==> config.mk <==
export PLATFORM = sky130hd
export DESIGN_NAME = s3rx_dev_flat
export DESIGN_NICKNAME = d
export VERILOG_FILES = /design/src/common/s3rx_pkg.sv /design/src/common/s3rx_link_if.sv /design/src/rtl/s3rx_dev.sv /design/src/flat_wrapper.sv
export VERILOG_INCLUDE_DIRS = /design/src /design/src/common
export SDC_FILE = /design/constraint.sdc
export NUM_CORES = 1
export LEC_CHECK = 0
export BUFFER_PORTS_ARGS = -buffer_cell sky130_fd_sc_hd__buf_2
export CELL_PAD_IN_SITES_DETAIL_PLACEMENT = 0
export CELL_PAD_IN_SITES_GLOBAL_PLACEMENT = 2
export CORE_MARGIN = 8
export CORE_UTILIZATION = 32
export DETAILED_ROUTE_END_ITERATION = 8
export HOLD_SLACK_MARGIN = 0.05
export MAX_ROUTING_LAYER = met4
export PLACE_DENSITY = 0.86
export SLEW_MARGIN = 40
export SYNTH_ARGS = -nofsm -noshare
export SYNTH_HDL_FRONTEND = slang
export SYNTH_SLANG_ARGS = --single-unit
==> constraint.sdc <==
create_clock -name clk_sys_in -period 3.2 [get_ports clk_sys_in]
set_input_delay 0.16 -clock clk_sys_in [delete_from_list [all_inputs] [get_ports clk_sys_in]]
set_output_delay 0.16 -clock clk_sys_in [all_outputs]
set_load 0.03 [all_outputs]
==> src/common/s3rx_cfg.svh <==
`ifndef S3RX_CFG_SVH
`define S3RX_CFG_SVH
// ************************************************************
// link widths and lanes
// ************************************************************
`define S3RX_DATA_W      32
`define S3RX_LANES       4
`define S3RX_LANE_W      8
`define S3RX_PORT_W      2
`define S3RX_ADDR_W      8
// ************************************************************
// word-modulo codes
// ************************************************************
`define S3RX_MOD_4B      2'h0
`define S3RX_MOD_3B      2'h1
`define S3RX_MOD_2B      2'h2
`define S3RX_MOD_1B      2'h3
`define S3RX_FULL_BYTES  3'h4
// ************************************************************
// reset values
// ************************************************************
`define S3RX_RST_DAT     32'h0000_0000
`define S3RX_RST_LANE    4'h0
`define S3RX_RST_PORT    2'h0
`endif

==> src/common/s3rx_pkg.sv <==
`default_nettype none
`include "s3rx_cfg.svh"
package s3rx_pkg;
  typedef enum logic {
    S3RX_MULTI,
    S3RX_SINGLE
  } s3rx_mode_t;

  typedef struct packed {
    logic [`S3RX_DATA_W-1:0] dat;
    logic [`S3RX_LANES-1:0]  val;
    logic [`S3RX_LANES-1:0]  eop;
    logic [1:0]              mod;
    logic                    sx;
  } s3rx_link_t;

  typedef struct packed {
    s3rx_link_t              link;
    logic [`S3RX_PORT_W-1:0] cur_port;
    logic                    port_known;
    logic                    hold_full;
    logic [`S3RX_DATA_W-1:0] hold_dat;
    logic                    hold_eop;
    logic [1:0]              hold_mod;
    logic                    ready;
  } s3rx_dev_state_t;

  typedef struct packed {
    logic                    pkt_valid;
    logic [`S3RX_DATA_W-1:0] pkt_data;
    logic                    pkt_eop;
    logic [2:0]              pkt_nbytes;
    logic [`S3RX_PORT_W-1:0] pkt_port;
    logic                    port_known;
    logic [`S3RX_LANES-1:0]  lane_valid;
    logic [`S3RX_DATA_W-1:0] lane_data;
    logic [`S3RX_LANES-1:0]  lane_eop;
  } s3rx_host_state_t;
endpackage
`default_nettype wire

==> src/common/s3rx_link_if.sv <==
`timescale 1ns/1ps
`default_nettype none
`include "s3rx_cfg.svh"
interface s3rx_link_if (
  input wire logic clk_sys_in
);
  logic [`S3RX_DATA_W-1:0] rdat;
  logic [`S3RX_LANES-1:0]  rval;
  logic [`S3RX_LANES-1:0]  reop;
  logic [1:0]              rmod;
  logic                    rsx;

  modport dev (
    output rdat,
    output rval,
    output reop,
    output rmod,
    output rsx
  );

  modport host (
    input rdat,
    input rval,
    input reop,
    input rmod,
    input rsx
  );
endinterface
`default_nettype wire

==> src/rtl/s3rx_dev.sv <==
// Summary of operation
// multi-phy: modulo code gives valid byte count
// modulo stays 00 except last word
// 00=4, 01=3, 10=2, 11=1 bytes
// modulo meaningful in the end-of-packet cycle
// single-phy: modulo carries no meaning
// receiver trusts modulo only with valid
// start strobe marks in-band port address cycle
// address on bits 7:0 with valid low
// later words come from addressed fifo
// addresses 0 to 3 select ports
// receiver ignores start strobe without address cycle
// single-phy: receiver ignores start strobe
// single-phy: one end-of-packet per lane
// all qualifiers change on the system clock
`timescale 1ns/1ps
`default_nettype none
`include "s3rx_cfg.svh"
module s3rx_dev (
  input  wire logic                    clk_sys_in,
  input  wire logic                    rst_in,
  input  wire s3rx_pkg::s3rx_mode_t    mode_in,
  input  wire logic                    word_valid_in,
  input  wire logic [`S3RX_DATA_W-1:0] word_data_in,
  input  wire logic                    word_eop_in,
  input  wire logic [1:0]              word_mod_in,
  input  wire logic [`S3RX_PORT_W-1:0] word_port_in,
  output logic                         word_ready_out,
  input  wire logic [`S3RX_LANES-1:0]  lane_valid_in,
  input  wire logic [`S3RX_DATA_W-1:0] lane_data_in,
  input  wire logic [`S3RX_LANES-1:0]  lane_eop_in,
  s3rx_link_if.dev                     link
);
  import s3rx_pkg::*;

  // ************************************************************
  // state
  // ************************************************************
  s3rx_dev_state_t st;
  s3rx_dev_state_t next_st;

  // ************************************************************
  // mode
  // ************************************************************
  logic multi_mode;

  // mode is a level on this clock, so no synchroniser is needed
  assign multi_mode = (mode_in == S3RX_MULTI);

  // ************************************************************
  // offer decode
  // ************************************************************
  logic                    take_word;
  logic                    port_switch;
  logic [`S3RX_DATA_W-1:0] addr_word;
  logic [1:0]              offer_mod;
  logic [1:0]              held_mod;

  // ready is high only with nothing parked,
  // so a taken offer is never sent twice, and is lost only if reset or lane mode comes while it is parked
  assign take_word   = multi_mode && word_valid_in && st.ready;
  // after reset or lane mode the port is unknown and must be named again
  assign port_switch = !st.port_known || (word_port_in != st.cur_port);
  // only the port bits are ever nonzero, so the address stays in 0 to 3
  assign addr_word   = {{(`S3RX_DATA_W - `S3RX_PORT_W){1'b0}}, word_port_in};
  // a stray code on a middle word must never reach the pins;
  // the held word is cleaned the same way
  assign offer_mod   = word_eop_in ? word_mod_in : `S3RX_MOD_4B;
  assign held_mod    = st.hold_eop ? st.hold_mod : `S3RX_MOD_4B;

  // ************************************************************
  // lane mode end marks
  // ************************************************************
  logic [`S3RX_LANES-1:0] lane_eop;

  // each lane carries its own end mark; an idle lane never shows one
  // data passes as is: the receiver looks at a lane only while it is valid
  genvar lane;
  for (lane = 0; lane < `S3RX_LANES; lane = lane + 1) begin : g_lane
    assign lane_eop[lane] = lane_valid_in[lane] & lane_eop_in[lane];
  end

  // ************************************************************
  // candidate link words
  // ************************************************************
  // each link word is built once here and the next-state logic only
  // picks one, which keeps pin values out of the branch logic
  s3rx_link_t idle_link;
  s3rx_link_t lane_link;
  s3rx_link_t addr_link;
  s3rx_link_t word_link;
  s3rx_link_t held_link;

  // idle link: nothing valid, modulo parked at full word
  assign idle_link = {
    `S3RX_RST_DAT,          // data
    `S3RX_RST_LANE,         // valid
    `S3RX_RST_LANE,         // end of packet
    `S3RX_MOD_4B,           // modulo
    1'b0                    // start
  };

  // lane mode: each lane is its own port, so no address and no modulo
  assign lane_link = {
    lane_data_in,           // data
    lane_valid_in,          // valid
    lane_eop,               // end of packet
    `S3RX_MOD_4B,           // modulo
    1'b0                    // start
  };

  // address cycle: valid stays low while the port number is on the data
  assign addr_link = {
    addr_word,              // data
    `S3RX_RST_LANE,         // valid
    `S3RX_RST_LANE,         // end of packet
    `S3RX_MOD_4B,           // modulo
    1'b1                    // start
  };

  // word straight from the offer; multi mode uses lane 0 only
  assign word_link = {
    word_data_in,           // data
    4'h1,                   // valid
    {3'h0, word_eop_in},    // end of packet
    offer_mod,              // modulo
    1'b0                    // start
  };

  // word parked behind its address cycle
  assign held_link = {
    st.hold_dat,            // data
    4'h1,                   // valid
    {3'h0, st.hold_eop},    // end of packet
    held_mod,               // modulo
    1'b0                    // start
  };

  // ************************************************************
  // next state
  // ************************************************************
  always_comb begin
    next_st      = st;
    next_st.link = idle_link;
    if (!multi_mode) begin
      // back in multi mode the port must be named again
      next_st.link       = lane_link;
      next_st.hold_full  = 1'b0;
      next_st.port_known = 1'b0;
      next_st.ready      = 1'b0;
    end else if (st.hold_full) begin
      // word parked behind the address cycle goes out now
      next_st.link      = held_link;
      next_st.hold_full = 1'b0;
      next_st.ready     = 1'b1;
    end else if (take_word && port_switch) begin
      // insert address cycle; costs one bubble per port switch
      next_st.link       = addr_link;
      next_st.cur_port   = word_port_in;
      next_st.port_known = 1'b1;
      next_st.hold_full  = 1'b1;
      next_st.hold_dat   = word_data_in;
      next_st.hold_eop   = word_eop_in;
      next_st.hold_mod   = word_mod_in;
      next_st.ready      = 1'b0;
    end else begin
      next_st.ready = 1'b1;
      if (take_word) begin
        next_st.link = word_link;
      end
    end
  end

  // ************************************************************
  // registers
  // ************************************************************
  // sync reset parks the link idle and forgets the port
  always_ff @(posedge clk_sys_in) begin
    if (rst_in) begin
      st.link.dat   <= `S3RX_RST_DAT;
      st.link.val   <= `S3RX_RST_LANE;
      st.link.eop   <= `S3RX_RST_LANE;
      st.link.mod   <= `S3RX_MOD_4B;
      st.link.sx    <= 1'b0;
      st.cur_port   <= `S3RX_RST_PORT;
      st.port_known <= 1'b0;
      st.hold_full  <= 1'b0;
      st.hold_dat   <= `S3RX_RST_DAT;
      st.hold_eop   <= 1'b0;
      st.hold_mod   <= `S3RX_MOD_4B;
      st.ready      <= 1'b0;
    end else begin
      st <= next_st;
    end
  end

  // ************************************************************
  // outputs
  // ************************************************************
  // every pin comes straight from the state register
  assign link.rdat      = st.link.dat;
  assign link.rval      = st.link.val;
  assign link.reop      = st.link.eop;
  assign link.rmod      = st.link.mod;
  assign link.rsx       = st.link.sx;
  assign word_ready_out = st.ready;
endmodule
`default_nettype wire

==> src/flat_wrapper.sv <==
// flat-port wrapper written by rule: the top's interface ports become plain ports
module s3rx_dev_flat import s3rx_pkg::*;
  (clk_sys_in, rst_in, mode_in, word_valid_in, word_data_in, word_eop_in, word_mod_in, word_port_in, word_ready_out, lane_valid_in, lane_data_in, lane_eop_in, link_rdat, link_rval, link_reop, link_rmod, link_rsx);
  s3rx_link_if link_i (.clk_sys_in(clk_sys_in));
  input  wire logic clk_sys_in;
  input  wire logic rst_in;
  input  wire s3rx_pkg::s3rx_mode_t mode_in;
  input  wire logic word_valid_in;
  input  wire logic [`S3RX_DATA_W-1:0] word_data_in;
  input  wire logic word_eop_in;
  input  wire logic [1:0] word_mod_in;
  input  wire logic [`S3RX_PORT_W-1:0] word_port_in;
  output logic word_ready_out;
  input  wire logic [`S3RX_LANES-1:0] lane_valid_in;
  input  wire logic [`S3RX_DATA_W-1:0] lane_data_in;
  input  wire logic [`S3RX_LANES-1:0] lane_eop_in;
  output wire logic [$bits(link_i.rdat)-1:0] link_rdat;
  output wire logic [$bits(link_i.rval)-1:0] link_rval;
  output wire logic [$bits(link_i.reop)-1:0] link_reop;
  output wire logic [$bits(link_i.rmod)-1:0] link_rmod;
  output wire logic [$bits(link_i.rsx)-1:0] link_rsx;
  assign link_rdat = link_i.rdat;
  assign link_rval = link_i.rval;
  assign link_reop = link_i.reop;
  assign link_rmod = link_i.rmod;
  assign link_rsx = link_i.rsx;
  s3rx_dev u_core (.clk_sys_in(clk_sys_in), .rst_in(rst_in), .mode_in(mode_in), .word_valid_in(word_valid_in), .word_data_in(word_data_in), .word_eop_in(word_eop_in), .word_mod_in(word_mod_in), .word_port_in(word_port_in), .word_ready_out(word_ready_out), .lane_valid_in(lane_valid_in), .lane_data_in(lane_data_in), .lane_eop_in(lane_eop_in), .link(link_i));
endmodule
Word-level counts from Yosys, hierarchy flattened
Index checks and enable logic that the tools add are counted.
- logic and storage cells: 37
- output and inout bits: 44
- bits in registers: 83
- input bits: 81
- bitwise operators: 6
- mux-type cells: 9
- reductions and logical operators: 9
- eq/ne operators: 1
- operators by type and width (cell ; number):
    $mux 43 ; 4
    $mux 36 ; 1
    $and 1x1->1 ; 4
    $mux 2 ; 2
    $logic_and 1x1->1 ; 3
    $reduce_and 3->1 ; 1
    $reduce_or 3->1 ; 1
    $mux 1 ; 2
    $ne 2x2->1 ; 1
    $not 1->1 ; 2
    $reduce_and 2->1 ; 1
    $reduce_or 2->1 ; 1
    $logic_not 1->1 ; 1
    $logic_or 1x1->1 ; 1

Longest topological paths before layout
- word-level depth: 7
- depth in mapped cells: 7
- gate-level depth less buffers: 3

Worst setup path before layout
No wires, ideal clock.
- path kind: register to register
- from: reg u_core.st[36] (netlist bit)
- to: reg u_core.st (netlist bit u_core.held_link[23])
- data arrival time: 1437 ps
- slack: 1692 ps
- buffers on the path: 3
- library setup time: 72 ps
- cell stages (with the launch flop): 7
- clock period less this slack: 1508 ps
- required time: 3128 ps
- cell sequence: dfxtp_1 > and4bb_1 > buf_4 > o31ai_2 > buf_6 > buf_6 > mux2i_1
- longest elaborated chain between the ends: 2
- ends and longest elaborated chain (what ; line ; RTL):
    from (decl) ; s3rx_dev.sv:39 ; s3rx_dev_state_t st;
    from (signal assigned) ; s3rx_dev.sv:193 ; st <= next_st;
    $not 1->1 (no line) ; n/a ;
    $reduce_and 3->1 (no line) ; n/a ;
No other way between the ends.
A chain may end at the register's enable or synchronous reset.

Final worst setup path
- from: reg u_core.st[38] (netlist bit)
- to: reg u_core.st (netlist bit u_core.held_link[42])
- longest elaborated chain between the ends: 4
- ends and longest elaborated chain (what ; line ; RTL):
    $ne 2x2->1 ; s3rx_dev.sv:63 ; assign port_switch = !st.port_known || (word_port_in != st.cur_port);
    $logic_or 1x1->1 ; s3rx_dev.sv:63 ;
    $logic_and 1x1->1 ; s3rx_dev.sv:156 ; end else if (take_word && port_switch) begin
    $reduce_and 3->1 (no line) ; n/a ;
No other way between the ends.

==> impl_metrics.json <==
{
  "slew_violations": 0,
  "path_class": "flop to flop",
  "grt_usage_pct": 12.4,
  "antenna_found_initial": 0,
  "path_clk_slew_ps": 60,
  "total_leakage_power_nw": 2.22,
  "synth_edf_count": 0,
  "area_growth_pct": 18.4,
  "synth_top_cell_by_area": "dfxtp_1",
  "utilization_pct": 38.6,
  "ys_types": 36,
  "grt_start_max_net_pins": 70,
  "ant_nets": 0,
  "rr_endpoint": "u_core.held_link[42]",
  "chipWidth_um": 126,
  "slew_headroom_pct": 58.7,
  "synthArstFlopShare_pct": 0,
  "htree_levels": 3,
  "p_comb_share_pct": 11.1,
  "synth_cells": 407,
  "clkPwrFrac_pct": 42.8,
  "die_area_mm2": 0.0159,
  "worst_slew_pin_slew_ps": 620,
  "cp-start-kind": "flop",
  "drc": 0,
  "status": "complete, no violations",
  "min_to": "u_core.link.rmod[0]",
  "switching_power_mw": 0.574,
  "drive_gt1_share_pct": 30.4,
  "gr-total-overflow": 0,
  "syn_area_per_cell_um2": 9.54,
  "final_nets": 559,
  "yosys_register_bits": 82,
  "grt_first_pass_wirelength_um": 15800,
  "drt_iter0_drc": 154,
  "r2r_cells": 3,
  "synth_top_area_share_pct": 42.3,
  "wl_um": 9630,
  "antenna_cells": 0,
  "syn_area_mm2": 0.00388,
  "cp-end-kind": "flop",
  "ctsHoldBuffers": 5,
  "p_sw_share_pct": 24.9,
  "core_mm2": 0.0119,
  "yosys-top-cells-area": "dfxtp_1 42%, nand2b_1 12%, mux2i_1 9.5%",
  "vias_per_cell": 4.77,
  "min_period_over_period_pct": 52.3,
  "hold_viol": 0,
  "rows": 40,
  "p_seq_share_pct": 46.1,
  "post-cts-setup-buffer-count": 0,
  "yosys.area_share.simple_pct": 22.3,
  "clockBufferDepth": 2,
  "cts_root_buf": "clkbuf_16",
  "yosys.area_share.adder_pct": 0,
  "cp.required_ps": 3460,
  "synth_top_family_by_area": "simple AND/OR/NAND/NOR gates",
  "boundaryPins": 125,
  "peakVddDrop_mv": 0.309,
  "ys_seq_area_share_pct": 42.3,
  "finalClockSkew_ps": 7.18,
  "grt_pass1_vias": 3189,
  "hold-path-cell-count": 3,
  "place_congestion": 0.802,
  "synth_mux_area_share_pct": 9.54,
  "start_util_pct": 32.6,
  "timing.rr.start": "u_core.st[38]",
  "min_period_ps": 1670,
  "hp-start": "word_mod_in[0]",
  "place.port_buffers": 124,
  "worst_hold_path_type": "input port to flop",
  "synth_compound_area_share_pct": 12.3,
  "p_int_mw": 1.73,
  "rsz0062_at_grt": "false",
  "cts_inserted_buffers": 9,
  "critPathMaxFanout": 8,
  "r2r_setup_slack_ps": 1530,
  "syn-num-nets": 488,
  "yosysWarnings": 0,
  "cp_data_arrival_time_ps": 1930,
  "fmax_mhz": 597,
  "cts_tree": "yes",
  "num_vias": 3007,
  "setup_viol": 0,
  "die_h_um": 126,
  "hpwlAfterDp_um": 6670,
  "p_per_area_mw_per_mm2": 501,
  "cts_sinks": 82,
  "synth-main-ff-cell": "dfxtp_1",
  "firstDrtPassIters": 4,
  "detail_route.wl_per_cell_um": 15.3,
  "clkLatencyLatePin_ps": 330,
  "cap_violations": 0,
  "cts-resized-gates": 0,
  "fin_tns_setup_ps": 0,
  "synth_xor_area_share_pct": 0.902
}
sequential cells by signal, summed over array words and instances, names as in the netlist:
signal,cells
u_core.held_link,33
u_core.word_ready_out,1
u_core.link.reop,4
u_core.link.rdat,32
u_core.link.rmod,2
u_core.link.rval,4
u_core.st,6
final cells by class:
cell class	count	area (µm²)
clock inverters	5	38.8
well taps	147	184
multi-input cells	247	1760
fillers	1201	7310
repair buffers	134	708
clock buffers	11	253
inverters	4	15.0
flip-flops and latches	82	1640
metrics by stage:
step / setup WS [ps] / hold WS [ps] / cells / total power, mW / instance area, µm²
6_report: 1530 / 79.9 / 630 / 2.31 / 4600
5_1_grt: 1420 / 74.2 / 630 / 2.41 / 4600
4_1_cts: 1510 / 55.0 / 630 / 2.34 / 4600
3_5_place_dp: 1390 / 381 / 609 / 1.34 / 4260
3_3_place_gp: 1480 / 373 / 609 / 1.34 / 4260
2_1_floorplan: 1690 / 282 / 407 / 1.27 / 3880
synth_stat cells, drive strengths merged, types with 2 or more instances:
cell type and n:
dfxtp 82, and2 3, o311ai 2, xnor2 2, a21o 2, o31a 2, nand4 3, and3b 31
mux2i 37, clkbuf 18, o22ai 30, nand2b 72, xor2 2, a31oi 2, nand2 4, and3 3
nand3 2, inv 4, buf 56, nand3b 2, nor2b 2, nor2 3, o31ai 3, o2111ai 2
a21oi 32
power by group through the flow:
stage          logic, mW  clock network, mW  registers [mW]
5_1_grt            0.277               1.06            1.07
6_report           0.255              0.987            1.06
3_3_place_gp       0.250                  0            1.09
2_1_floorplan      0.184                  0            1.09
4_1_cts            0.258               1.02            1.06
3_5_place_dp       0.252                  0            1.09
cells by family after synthesis:
logic type             count (synthesis)
AND/OR/NAND/NOR                      128
flip-flops                            82
AO/OA/AOI/OAI                         78
buffers and inverters                 78
multiplexers                          37
XOR/XNOR                               4
critical path, stage by stage, from the launching register on:
cell	delay (ps)
dfxtp_1	410
xor2_1	420
o31a_1	520
mux2i_1	250
placed cells by master (no fill, tap or decap), types with 3 or more instances in the layout:
master         synthesis  final
and3_1                 3      3
clkinv_4               0      3
mux2i_1               37     37
and2_1                 3      3
nor2_1                 3      3
nand2_1                4      4
nand2b_1              72     72
o22ai_1               30     30
buf_2                  6    124
dlygate4sd3_1          0      5
inv_1                  3      3
dfxtp_1               82     82
nand4_1                3      3
clkbuf_16              0      9
buf_4                 43      5
a21oi_1               32     32
and3b_1               31     31
per-layer routing:
layer	vias to the layer above	share of wire (%)	global-route usage [%]	wire length (µm)
li1	1520	-	-	-
met1	1403	46	14.6	4460
met2	77	47	19.6	4530
met3	7	5.4	3.76	519
met4	0	1.2	4.32	118
met5	-	0	-	0
worst max path at each step:
stage | endpoint | start | depth (start not counted)
final | u_core.held_link[42] | u_core.st[38] | 3
after global routing | u_core.held_link[31] | u_core.st[37] | 4
after CTS | u_core.held_link[42] | u_core.st[38] | 3
after detailed placement | u_core.held_link[31] | mode_in | 5
after global placement | u_core.link.rdat[15] | rst_in | 4
after floorplan | u_core.held_link[23] | u_core.st[36] | 6
Power figures use the tool's default switching activity.
